**config.mk**
```make
export PLATFORM = sky130hd
export DESIGN_NAME = sal_top
export DESIGN_NICKNAME = d
export VERILOG_FILES = /design/src/sal_pkg.sv /design/src/sal_sync.sv /design/src/sal_top.sv
export SDC_FILE = /design/constraint.sdc
export NUM_CORES = 1
export LEC_CHECK = 0
export ABC_CLOCK_PERIOD_IN_PS = 2400
export BUFFER_PORTS_ARGS = -buffer_cell sky130_fd_sc_hd__buf_2
export CORE_UTILIZATION = 40
export DETAILED_ROUTE_END_ITERATION = 10
export GPL_ROUTABILITY_DRIVEN = 0
export PLACE_DENSITY = 0.57
export SYNTH_ARGS = -nofsm -noshare
export SYNTH_HDL_FRONTEND = slang
export SYNTH_SLANG_ARGS = --single-unit
```
**constraint.sdc**
```tcl
create_clock -name clk -period 2.4 [get_ports clk]
set_clock_uncertainty 0.1 [all_clocks]
set_input_delay 0.48 -clock clk [delete_from_list [all_inputs] [get_ports clk]]
set_output_delay 0.48 -clock clk [all_outputs]
set_load 0.005 [all_outputs]
```
**src/sal_pkg.sv**
```systemverilog
// constants and types shared by the speed/activity indicator block
// assumes a single 100 MHz chip clock and no software-visible registers
package sal_pkg;

    // clock period of the chip clock in ns
    localparam int unsigned CLK_PERIOD_NS     = 10;

    // half period of the activity blink, in ms
    localparam int unsigned BLINK_HALF_MS     = 100;

    // blink half period in clock cycles (rounded down, longest time)
    localparam int unsigned BLINK_HALF_CYCLES = (BLINK_HALF_MS * 1000000) / CLK_PERIOD_NS;

    // width of the blink counter, wide enough for the default count
    localparam int unsigned BLINK_CNT_W       = 24;

    // cycles spent in the strap phase after reset release: two sync stages plus one
    localparam int unsigned STRAP_CYCLES      = 3;

    // width of the strap wait counter
    localparam int unsigned STRAP_CNT_W       = 2;

    // position of the speed-select bit in the basic control register
    localparam int unsigned CTRL_SPEED_BIT    = 13;

    // position of the indicator mode field in the PHY control register
    localparam int unsigned MODE_FIELD_LSB    = 4;

    // value of the speed select after reset: 100 Mbps, as the pull-up gives
    localparam logic        SPEED_SEL_RST     = 1'b1;

    // level driven while the indicator is off or idle
    localparam logic        PIN_IDLE          = 1'b1;

    // reset value of the strap synchroniser, matching the board pull-up
    localparam logic        STRAP_SYNC_RST    = 1'b1;

    // indicator mode field encodings
    typedef enum logic [1:0] {
        SAL_MODE_SPEED = 2'h0,
        SAL_MODE_ACT   = 2'h1,
        SAL_MODE_RSV2  = 2'h2,
        SAL_MODE_RSV3  = 2'h3
    } sal_mode_t;

    // pin phase after reset, one-hot
    typedef enum logic [1:0] {
        SAL_ST_STRAP = 2'b01,
        SAL_ST_RUN   = 2'b10
    } sal_state_t;

endpackage

```
**src/sal_sync.sv**
```systemverilog
// two-flop synchroniser for one level coming from a pin
// assumes the destination clock is clk and the reset is asynchronous, active low
`timescale 1ns/1ps

module sal_sync #(
    parameter logic RST_VAL = 1'b0
) (
    input  wire logic clk,
    input  wire logic rst_n,
    input  wire logic d_async,
    output logic      q_sync
);

    // first stage, read only by the second stage
    logic meta_reg;

    // both stages reset to a constant; the pin is only trusted after release
    always_ff @(posedge clk or negedge rst_n)
    begin
        if (!rst_n)
        begin
            meta_reg <= RST_VAL;
            q_sync   <= RST_VAL;
        end
        else
        begin
            meta_reg <= d_async;
            q_sync   <= meta_reg;
        end
    end

endmodule

```
**src/sal_top.sv**
```systemverilog
// speed/activity status indicator pin with speed strap capture
// assumes link speed and activity come from transceiver logic on clk,
// and that the board holds the pin with a weak pull-up or strap resistor
`timescale 1ns/1ps

module sal_top
    import sal_pkg::*;
#(
    parameter int unsigned BLINK_CYCLES = sal_pkg::BLINK_HALF_CYCLES
) (
    input  wire logic            clk,
    input  wire logic            rst_n,
    input  wire logic            status_indicator_b_in,
    output logic                 status_indicator_b_out,
    output logic                 status_indicator_b_oe,
    input  wire sal_pkg::sal_mode_t mode,
    input  wire logic            link_speed_10,
    input  wire logic            activity,
    output logic                 speed_sel_100,
    output logic                 adv_100
);

    // pin level after two flops
    logic                      strap_sync;
    // strap or run phase
    sal_state_t                state_reg;
    // cycles spent in the strap phase
    logic [STRAP_CNT_W-1:0]    strap_cnt_reg;
    // blink half-period counter
    logic [BLINK_CNT_W-1:0]    blink_cnt_reg;
    // one cycle at the end of each blink half period
    logic                      blink_tick;
    // activity seen since the last blink tick
    logic                      act_pend_reg;
    // run phase shorthand
    logic                      running;
    // past depth that lands on the last edge still held in reset
    localparam int unsigned    STRAP_PAST = STRAP_CYCLES + 1;

    assign running    = (state_reg == SAL_ST_RUN);
    assign blink_tick = running && (blink_cnt_reg == BLINK_CNT_W'(BLINK_CYCLES - 1));

    // pin synchronisation
    // the pin sits outside the clock domain, so it is resynchronised
    sal_sync #(
        .RST_VAL (STRAP_SYNC_RST)
    ) u_strap_sync (
        .clk     (clk),
        .rst_n   (rst_n),
        .d_async (status_indicator_b_in),
        .q_sync  (strap_sync)
    );

    // active-low reset
    // phase sequencing: stay in strap phase until the synchroniser holds
    // a level that was really sampled after release
    always_ff @(posedge clk or negedge rst_n)
    begin
        if (!rst_n)
        begin
            state_reg     <= SAL_ST_STRAP;
            strap_cnt_reg <= '0;
        end
        else
        begin
            case (state_reg)
                SAL_ST_STRAP:
                begin
                    // wait out the synchroniser depth
                    if (strap_cnt_reg == STRAP_CNT_W'(STRAP_CYCLES - 1))
                    begin
                        state_reg <= SAL_ST_RUN;
                    end
                    else
                    begin
                        strap_cnt_reg <= strap_cnt_reg + STRAP_CNT_W'(1);
                    end
                end
                SAL_ST_RUN:
                begin
                    // stays here until the next reset
                    state_reg <= SAL_ST_RUN;
                end
                default:
                begin
                    // illegal code recovers to the strap phase
                    state_reg <= SAL_ST_STRAP;
                end
            endcase
        end
    end

    // speed and advertisement
    // the captured level goes to both the speed select and the advertised
    // capability; a clocked capture avoids loading a pin under async reset
    always_ff @(posedge clk or negedge rst_n)
    begin
        if (!rst_n)
        begin
            speed_sel_100 <= SPEED_SEL_RST;
            adv_100       <= SPEED_SEL_RST;
        end
        else if ((state_reg == SAL_ST_STRAP) && (strap_cnt_reg == STRAP_CNT_W'(STRAP_CYCLES - 1)))
        begin
            // high is 100 Mbps, low is 10 Mbps
            speed_sel_100 <= strap_sync;
            adv_100       <= strap_sync;
        end
    end

    // pin direction
    // pin is an input during reset and the strap phase, an output after
    always_ff @(posedge clk or negedge rst_n)
    begin
        if (!rst_n)
        begin
            status_indicator_b_oe <= 1'b0;
        end
        else
        begin
            status_indicator_b_oe <= running;
        end
    end

    // blink timebase
    // free-running half-period counter, only counts once the run phase starts
    always_ff @(posedge clk or negedge rst_n)
    begin
        if (!rst_n)
        begin
            blink_cnt_reg <= '0;
        end
        else if (!running || blink_tick)
        begin
            blink_cnt_reg <= '0;
        end
        else
        begin
            blink_cnt_reg <= blink_cnt_reg + BLINK_CNT_W'(1);
        end
    end

    // activity stretch
    // short activity pulses are held until the next tick so they stay visible;
    // a new pulse in the tick cycle wins over the clear
    always_ff @(posedge clk or negedge rst_n)
    begin
        if (!rst_n)
        begin
            act_pend_reg <= 1'b0;
        end
        else if (activity)
        begin
            act_pend_reg <= 1'b1;
        end
        else if (blink_tick)
        begin
            act_pend_reg <= 1'b0;
        end
    end

    // mode decode
    // pin level by mode; reserved codes leave the indicator off
    always_ff @(posedge clk or negedge rst_n)
    begin
        if (!rst_n)
        begin
            status_indicator_b_out <= PIN_IDLE;
        end
        else if (!running)
        begin
            // not driven yet; keep the idle level ready
            status_indicator_b_out <= PIN_IDLE;
        end
        else
        begin
            case (mode)
                SAL_MODE_SPEED:
                begin
                    // high for 10 Mbps, low for 100 Mbps
                    status_indicator_b_out <= link_speed_10;
                end
                SAL_MODE_ACT:
                begin
                    // toggle or idle
                    // toggles once per tick while busy, back high when quiet;
                    // after a mode change it may take one half period to settle
                    if (blink_tick)
                    begin
                        status_indicator_b_out <= act_pend_reg ? ~status_indicator_b_out : PIN_IDLE;
                    end
                end
                default:
                begin
                    // reserved modes
                    status_indicator_b_out <= PIN_IDLE;
                end
            endcase
        end
    end

    property p_strap_capture;
        @(posedge clk) disable iff (!rst_n)
        $rose(running) |-> (speed_sel_100 == $past(strap_sync));
    endproperty
    a_strap_capture: assert property (p_strap_capture) else $error("speed select differs from strap");

    property p_mode_speed;
        @(posedge clk) disable iff (!rst_n)
        (running && (mode == SAL_MODE_SPEED)) |=> (status_indicator_b_out == $past(link_speed_10));
    endproperty
    a_mode_speed: assert property (p_mode_speed) else $error("speed mode pin level wrong");

    property p_mode_rsv;
        @(posedge clk) disable iff (!rst_n)
        (running && mode[1]) |=> status_indicator_b_out;
    endproperty
    a_mode_rsv: assert property (p_mode_rsv) else $error("reserved mode did not hold pin high");

    property p_strap_len;
        @(posedge clk) disable iff (!rst_n)
        $rose(running) |-> ($past(rst_n, STRAP_CYCLES) && !$past(rst_n, STRAP_PAST));
    endproperty
    a_strap_len: assert property (p_strap_len) else $error("strap phase too short after reset");

    property p_pin_dir;
        @(posedge clk) disable iff (!rst_n)
        (!running |-> !status_indicator_b_oe) and ($rose(running) |=> status_indicator_b_oe);
    endproperty
    a_pin_dir: assert property (p_pin_dir) else $error("pin direction wrong for phase");

    property p_adv_match;
        @(posedge clk) disable iff (!rst_n)
        running |=> ($stable(speed_sel_100) && (adv_100 == speed_sel_100));
    endproperty
    a_adv_match: assert property (p_adv_match) else $error("advertised speed differs from select");

    property p_act_idle;
        @(posedge clk) disable iff (!rst_n)
        (blink_tick && !act_pend_reg && (mode == SAL_MODE_ACT)) |=> status_indicator_b_out;
    endproperty
    a_act_idle: assert property (p_act_idle) else $error("activity mode not high when idle");

    property p_act_steady;
        @(posedge clk) disable iff (!rst_n)
        (running && !blink_tick && (mode == SAL_MODE_ACT)) |=> $stable(status_indicator_b_out);
    endproperty
    a_act_steady: assert property (p_act_steady) else $error("activity pin changed between ticks");

endmodule

```
==> run metrics, run 1 <==
Pwr Density approximately 550 nW/um^2; fin crit share between 80 and 90%; Clock transition at path regs approximately 0.070 ns; Clock Tree Buf Depth 2; Residual DRC 0; Total GRT Usage 16.60%; die area about 4400 um^2; status complete, no violations; H-tree levels 2; LEAKAGE 0.0007678 uW; Die Ht about 67 um; Worst Setup End Kind flop; syn_nets 173; Antenna Diode Count 0; area delta synth->final 9.624%; clk root buf clkbuf_8; mean number of vias per cell around 5.5; 1st-pass router iterations 4; met1 wire length 1.461 mm; maximum vdd drop 0.2769 mV; CTS buffer count 5; maxcap violations 0; Slew HR between 50% and 60%; critical path class flop to flop; sequential cell area fraction in the yosys report roughly half; synth top area cells dfrtp_1, dfstp_2, xor2_1; Critical Path RT ~2.5 ns; asr flop ratio synth 100.0%; Core Region around 4000 um^2; Synth Area per Inst around 10 um^2; synth warn 0; Final Setup Violations 0; Largest register FFs 24; unrepaired setup endpoints after global routing no; nets@finish 184; Worst Tran Pin Value 0.7468 ns; Synth top area share between 40% and 50%; vias in the first global route 1198; die width between 60 and 70 um; Mapped Cells ~160; antenna violations before repair 0; average wire per standard cell 14.13 um; Fin Setup TNS 0 ns; Sink Count 34; EDFF count, synth 0; via count 1237; port bufs 10; FP Rows 23; Detailed Place HPWL approximately 2.2 mm; synthesized area 1664 um^2; grt total ovfl 0; Yosys cell types 30; fmax 0.4667 GHz; commonest non-fill, non-tap cell in the layout dfrtp_1; Synth Register Bits 34; Worst Setup Start Kind flop; Worst Hold Class input pin to async pin; Highest Signal Layer met4; max-slew violations 0; metal3 WL between 100 and 150 um; layout cells sized above 1 between 10% and 20%; Resized Gates After CTS 0; post-synth top area cell dfrtp_1; I/O pins 11; final hold viol count 0; first-pass GRT wire length 5.457 mm; Post-Route WL 3.165 mm; Starting Density a little over two fifths; Hold WS around 0.17 ns; Initial DRC Count 55; crit path max fanout 22; CTS tree yes; most frequent cells in the layout dfrtp_1, nor2_1; fin crit period ~2.1 ns; Post-CTS Setup Bufs 0; clock latency at the later pin of the worst-skew pair ~0.28 ns; largest net degree at the start of global routing 35; top_reg_cell synth dfrtp_1; Worst Path Arrival between 2 and 2.5 ns; Hold Buf Count CTS 0; remaining antenna violation count 0; metal2 WL 1.544 mm
[stage by stage]
stage	total power (uW)	util (%)	cell area (um^2)	setup slack, ns	instances
floorplan	597.2	-	1664	0.5822	162
finish	997.3	45.61	1824	0.2575	224
CTS	1010	45.61	1824	0.2669	224
global placement	615.0	43.54	1742	0.3376	216
global route	1039	45.61	1824	0.1290	224
detailed placement	616.4	43.54	1742	0.2812	216
[cell families after synthesis]
kind of cell | share of synthesized area, %
AND/OR/NAND/NOR | 23.68
flip-flops | 51.50
AO/OA/AOI/OAI | 9.399
XOR/XNOR | 7.368
buffers and inverters | 4.361
adder cells (fa/ha/maj) | 3.008
multiplexers | 0.6766
[routing by layer]
metal,up-vias,track usage (%)
met3,2,5.137
met2,21,28.06
met4,0,3.989
li1,600,-
met1,614,20.54
met5,-,0
[synth_stat cells (all sizes together), types with 5 or more instances]
| master | count |
|---|---|
| nor2 | 13 |
| inv | 6 |
| nand3 | 8 |
| dfrtp | 29 |
| or4 | 5 |
| buf | 8 |
| o31ai | 5 |
| xor2 | 10 |
| and4 | 6 |
| nand2 | 10 |
| dfstp | 5 |
| nand4 | 9 |
| o21ai | 7 |
| a21oi | 10 |
[cell type report]
class	count	area, um^2
flip-flops and latches	34	857.1
fillers	371	2176
multi-input cells	114	734.5
well taps	50	62.56
clock buffers	6	72.57
clock inverters	2	10.01
inverters	6	22.52
repair buffers	12	65.06
[where the power goes]
part           internal, uW  total (uW)  switching [uW]
logic                  7.99        22.7            14.7
registers               580         582            2.10
clock network           201         393             192
total                   788         997             209
[critical path, cell delays in order (launching register included)]
cell and delay (ns):
dfrtp_1 0.39, ha_1 0.22, nand3_1 0.14, nor4b_1 0.55
a21bo_2 0.50, nor2_1 0.10
[worst paths after layout]
| path | from | endpoint | slack [ns] | depth (start not counted) |
|---|---|---|---|---|
| worst min register to register | u_strap_sync.meta_reg | u_strap_sync.q_sync | 0.26 | 0 |
| worst max-delay path | blink_cnt_reg[0] | blink_cnt_reg[10] | 0.26 | 5 |
| worst max register to register | blink_cnt_reg[0] | blink_cnt_reg[10] | 0.26 | 5 |
| min in group clk | status_indicator_b_in | u_strap_sync.meta_reg | 0.20 | 1 |
| max in group asynchronous | rst_n | act_pend_reg | 1.56 | 1 |
| worst min-delay path | rst_n | blink_cnt_reg[13] | 0.17 | 1 |
(Power assumes the default switching activity.)
==> run 2, diff against run 1 <==
--- a/config.mk
+++ b/config.mk
@@ -5,12 +5,13 @@
 export SDC_FILE = /design/constraint.sdc
 export NUM_CORES = 1
 export LEC_CHECK = 0
+export ABC_AREA = 1
 export ABC_CLOCK_PERIOD_IN_PS = 2400
 export BUFFER_PORTS_ARGS = -buffer_cell sky130_fd_sc_hd__buf_2
-export CORE_UTILIZATION = 40
+export CORE_UTILIZATION = 60
 export DETAILED_ROUTE_END_ITERATION = 10
 export GPL_ROUTABILITY_DRIVEN = 0
-export PLACE_DENSITY = 0.57
+export PLACE_DENSITY = 0.79
 export SYNTH_ARGS = -nofsm -noshare
 export SYNTH_HDL_FRONTEND = slang
 export SYNTH_SLANG_ARGS = --single-unit
==> run 2 against run 1 <==
  * Design area up 14%
  * Maximum frequency increased by 23%
  * Worst hold slack lost 0.088 ns
  * Critical path depth rose by 1
  * Synthesized cell count up 44%
  * Sequential power about the same
  * First-iteration DRC count increased by 33%
  * Flip-flop and latch count is the same
  * Worst setup slack improved by 0.41 ns
  * Count of clock-buffer cells in the layout down 1
  * Power is 14% higher
==> run metrics, run 2 <==
die width 58.38 um (-12%); post-synth top area cell dfrtp_1; total power 1140 uW (+14%); synth warn 0 (unchanged); Slew HR 52.01% (+1.8 points); I/O pins 11 (unchanged); Yosys cell types 28 (-6.7%); syn_nets 244 (+41%); H-tree levels 2 (unchanged); unrepaired setup endpoints after global routing no; Synth Area per Inst 8.184 um^2 (-20%); clk root buf clkbuf_4; average wire per standard cell 11.72 um (-17%); Crit-path slowest cell dfrtp_1; synth top area cells dfrtp_1, nand2_1, nor2_1; Hold Buf Count CTS 0 (unchanged); most frequent cells in the layout nand2_1, nor2_1, dfrtp_1; final hold viol count 0 (unchanged); Worst Reg-to-Reg Cells 6 (+1); nets@finish 258 (+40%); Post-synth top cells nand2_1, nor2_1, dfrtp_1; area delta synth->final 9.318%; Resized Gates After CTS 0 (unchanged); most common cell in the synthesized netlist nand2_1; Synth Register Bits 34 (unchanged); status complete, no violations; EDFF count, synth 0 (unchanged); Clock Tree Buf Depth 2 (unchanged); fmax 0.5759 GHz (+23%); Worst Tran Pin Value 0.7199 ns (-0.02693 ns); CTS tree yes; max-slew violations 0 (unchanged); asr flop ratio synth 100.0% (unchanged); Final Util 68.84% (+23 points); largest net degree at the start of global routing 35 (unchanged); Sink Count 34 (unchanged); Core Region 3028 um^2 (-24%); R2R Setup Slk 0.66 ns (+0.41 ns); Clock transition at path regs 0.11 ns (+0.04 ns); Post-CTS Setup Bufs 0 (unchanged); Final Setup Violations 0 (unchanged); Worst Hold Class input pin to async pin; cell repeated most along the worst path nand3_4; fin crit share 72.35% (-17 points); grt total ovfl 0 (unchanged); layout cells sized above 1 22.18% (+6.7 points); synthesized area 1907 um^2 (+15%); FP Rows 20 (-13%); Pwr Density 546.8 nW/um^2 (about the same); RR Endpoint blink_cnt_reg[20]; LEAKAGE 0.0008875 uW (+16%); Largest register FFs 24 (unchanged); die area 3408 um^2 (-23%); maximum vdd drop 0.3797 mV (+37%); commonest non-fill, non-tap cell in the layout nand2_1; mean number of vias per cell 4.983 (-9.8%); 1st-pass router iterations 4 (unchanged); CP bufs+invs 0 (unchanged); first-pass GRT wire length 5.961 mm (+9.2%); fin crit period 1.736 ns (-0.4062 ns); critical path class flop to flop; port bufs 10 (unchanged); Detailed Place HPWL 2.521 mm (+12%); Mapped Cells 233 (+44%); Post-Route WL 3.421 mm (+8.1%); critical path depth in cells 6 (+1); maxcap violations 0 (unchanged); Initial DRC Count 73 (+33%); critical path's largest stage delay 0.41 ns (-0.14 ns); top_reg_cell synth dfrtp_1; reg2reg start blink_cnt_reg[0]; CP top delay family simple AND/OR/NAND/NOR gates; sequential cell area fraction in the yosys report 44.95% (-6.6 points); Residual DRC 0 (unchanged); Worst Path Arrival 1.86 ns (-0.33 ns); Worst Setup Start Kind flop; Die Ht 58.38 um (-12%); CP Cell Sequence ha_1 > nand3_4 > nor2_4 > nand3_4 > nand2_4 > nor2_1; Synth top area share 38.06% (-5.6 points); Worst Setup End Kind flop; Fin Setup TNS 0 ns (unchanged); Total GRT Usage 23.69% (+7.1 points); via count 1455 (+18%); CP Launch Point blink_cnt_reg[0]; critical path endpoint blink_cnt_reg[20]; crit path max fanout 23 (+4.5%); Starting Density 62.98% (+21 points); clock latency at the later pin of the worst-skew pair 0.34 ns (+0.06 ns); Critical Path RT 2.52 ns (+0.07 ns); antenna violations before repair 0 (unchanged); vias in the first global route 1373 (+15%); CTS buffer count 5 (unchanged); Antenna Diode Count 0 (unchanged); remaining antenna violation count 0 (unchanged)
==> run 2: cell count changes in the layout (fill, tap and decap cells not counted), sizes merged, moves of 7 or more <==
cell   delta
nor2     +48
nand2    +54
inv      +16
nand3     +8
a21oi     -7
==> run 2: logic make-up (layout without fill, tap and decap cells) <==
group,count (synthesis),after routing,synth area share [%]
AO/OA/AOI/OAI,8,8,2.690
XOR/XNOR,16,16,7.349
buffers and inverters,25,40,6.102
AND/OR/NAND/NOR,146,146,36.29
adder cells (fa/ha/maj),4,4,2.625
flip-flops,34,34,44.95
==> run 2: power by group <==
part / internal (uW) / switching, uW / total (uW)
Clock: 326 / 204 / 530
Sequential: 580 / 2.27 / 583
Combinational: 9.42 / 17.4 / 26.8
Total: 916 / 224 / 1140
==> run 2: area by class of cell <==
cell class | count | area (um^2)
timing repair buffer | 10 | 50.05
tap | 44 | 55.05
clock buffer | 5 | 37.54
fill | 242 | 943.4
sequential | 34 | 857.1
multi-input combinational | 174 | 933.4
clock inverter | 3 | 68.82
inverter | 22 | 82.58
==> run 2: through the flow <==
step / hold slack [ns] / worst slack [ns] / std cells / area, um^2
2_1_floorplan: 0.08441 / 0.8657 / 233 / 1907
3_3_place_gp: 0.2487 / 0.7116 / 284 / 1978
3_5_place_dp: 0.2530 / 0.6618 / 284 / 1978
4_1_cts: 0.08340 / 0.6369 / 292 / 2085
5_1_grt: 0.08891 / 0.4917 / 292 / 2085
6_report: 0.07863 / 0.6636 / 292 / 2085
==> run 2: worst min path at each step <==
stage	slack (ns)	startpoint	end
floorplan	0.08	rst_n	act_pend_reg
global placement	0.25	u_strap_sync.meta_reg	u_strap_sync.q_sync
detailed placement	0.25	u_strap_sync.meta_reg	u_strap_sync.q_sync
CTS	0.08	rst_n	blink_cnt_reg[9]
global route	0.09	status_indicator_b_in	u_strap_sync.meta_reg
finish	0.08	rst_n	blink_cnt_reg[14]
==> run 2: per-layer routing <==
metal	share of wire, %	global-route usage [%]
met1	48	32.56
met2	46	36.29
met3	4.6	6.593
met4	1.3	8.163
met5	0	0
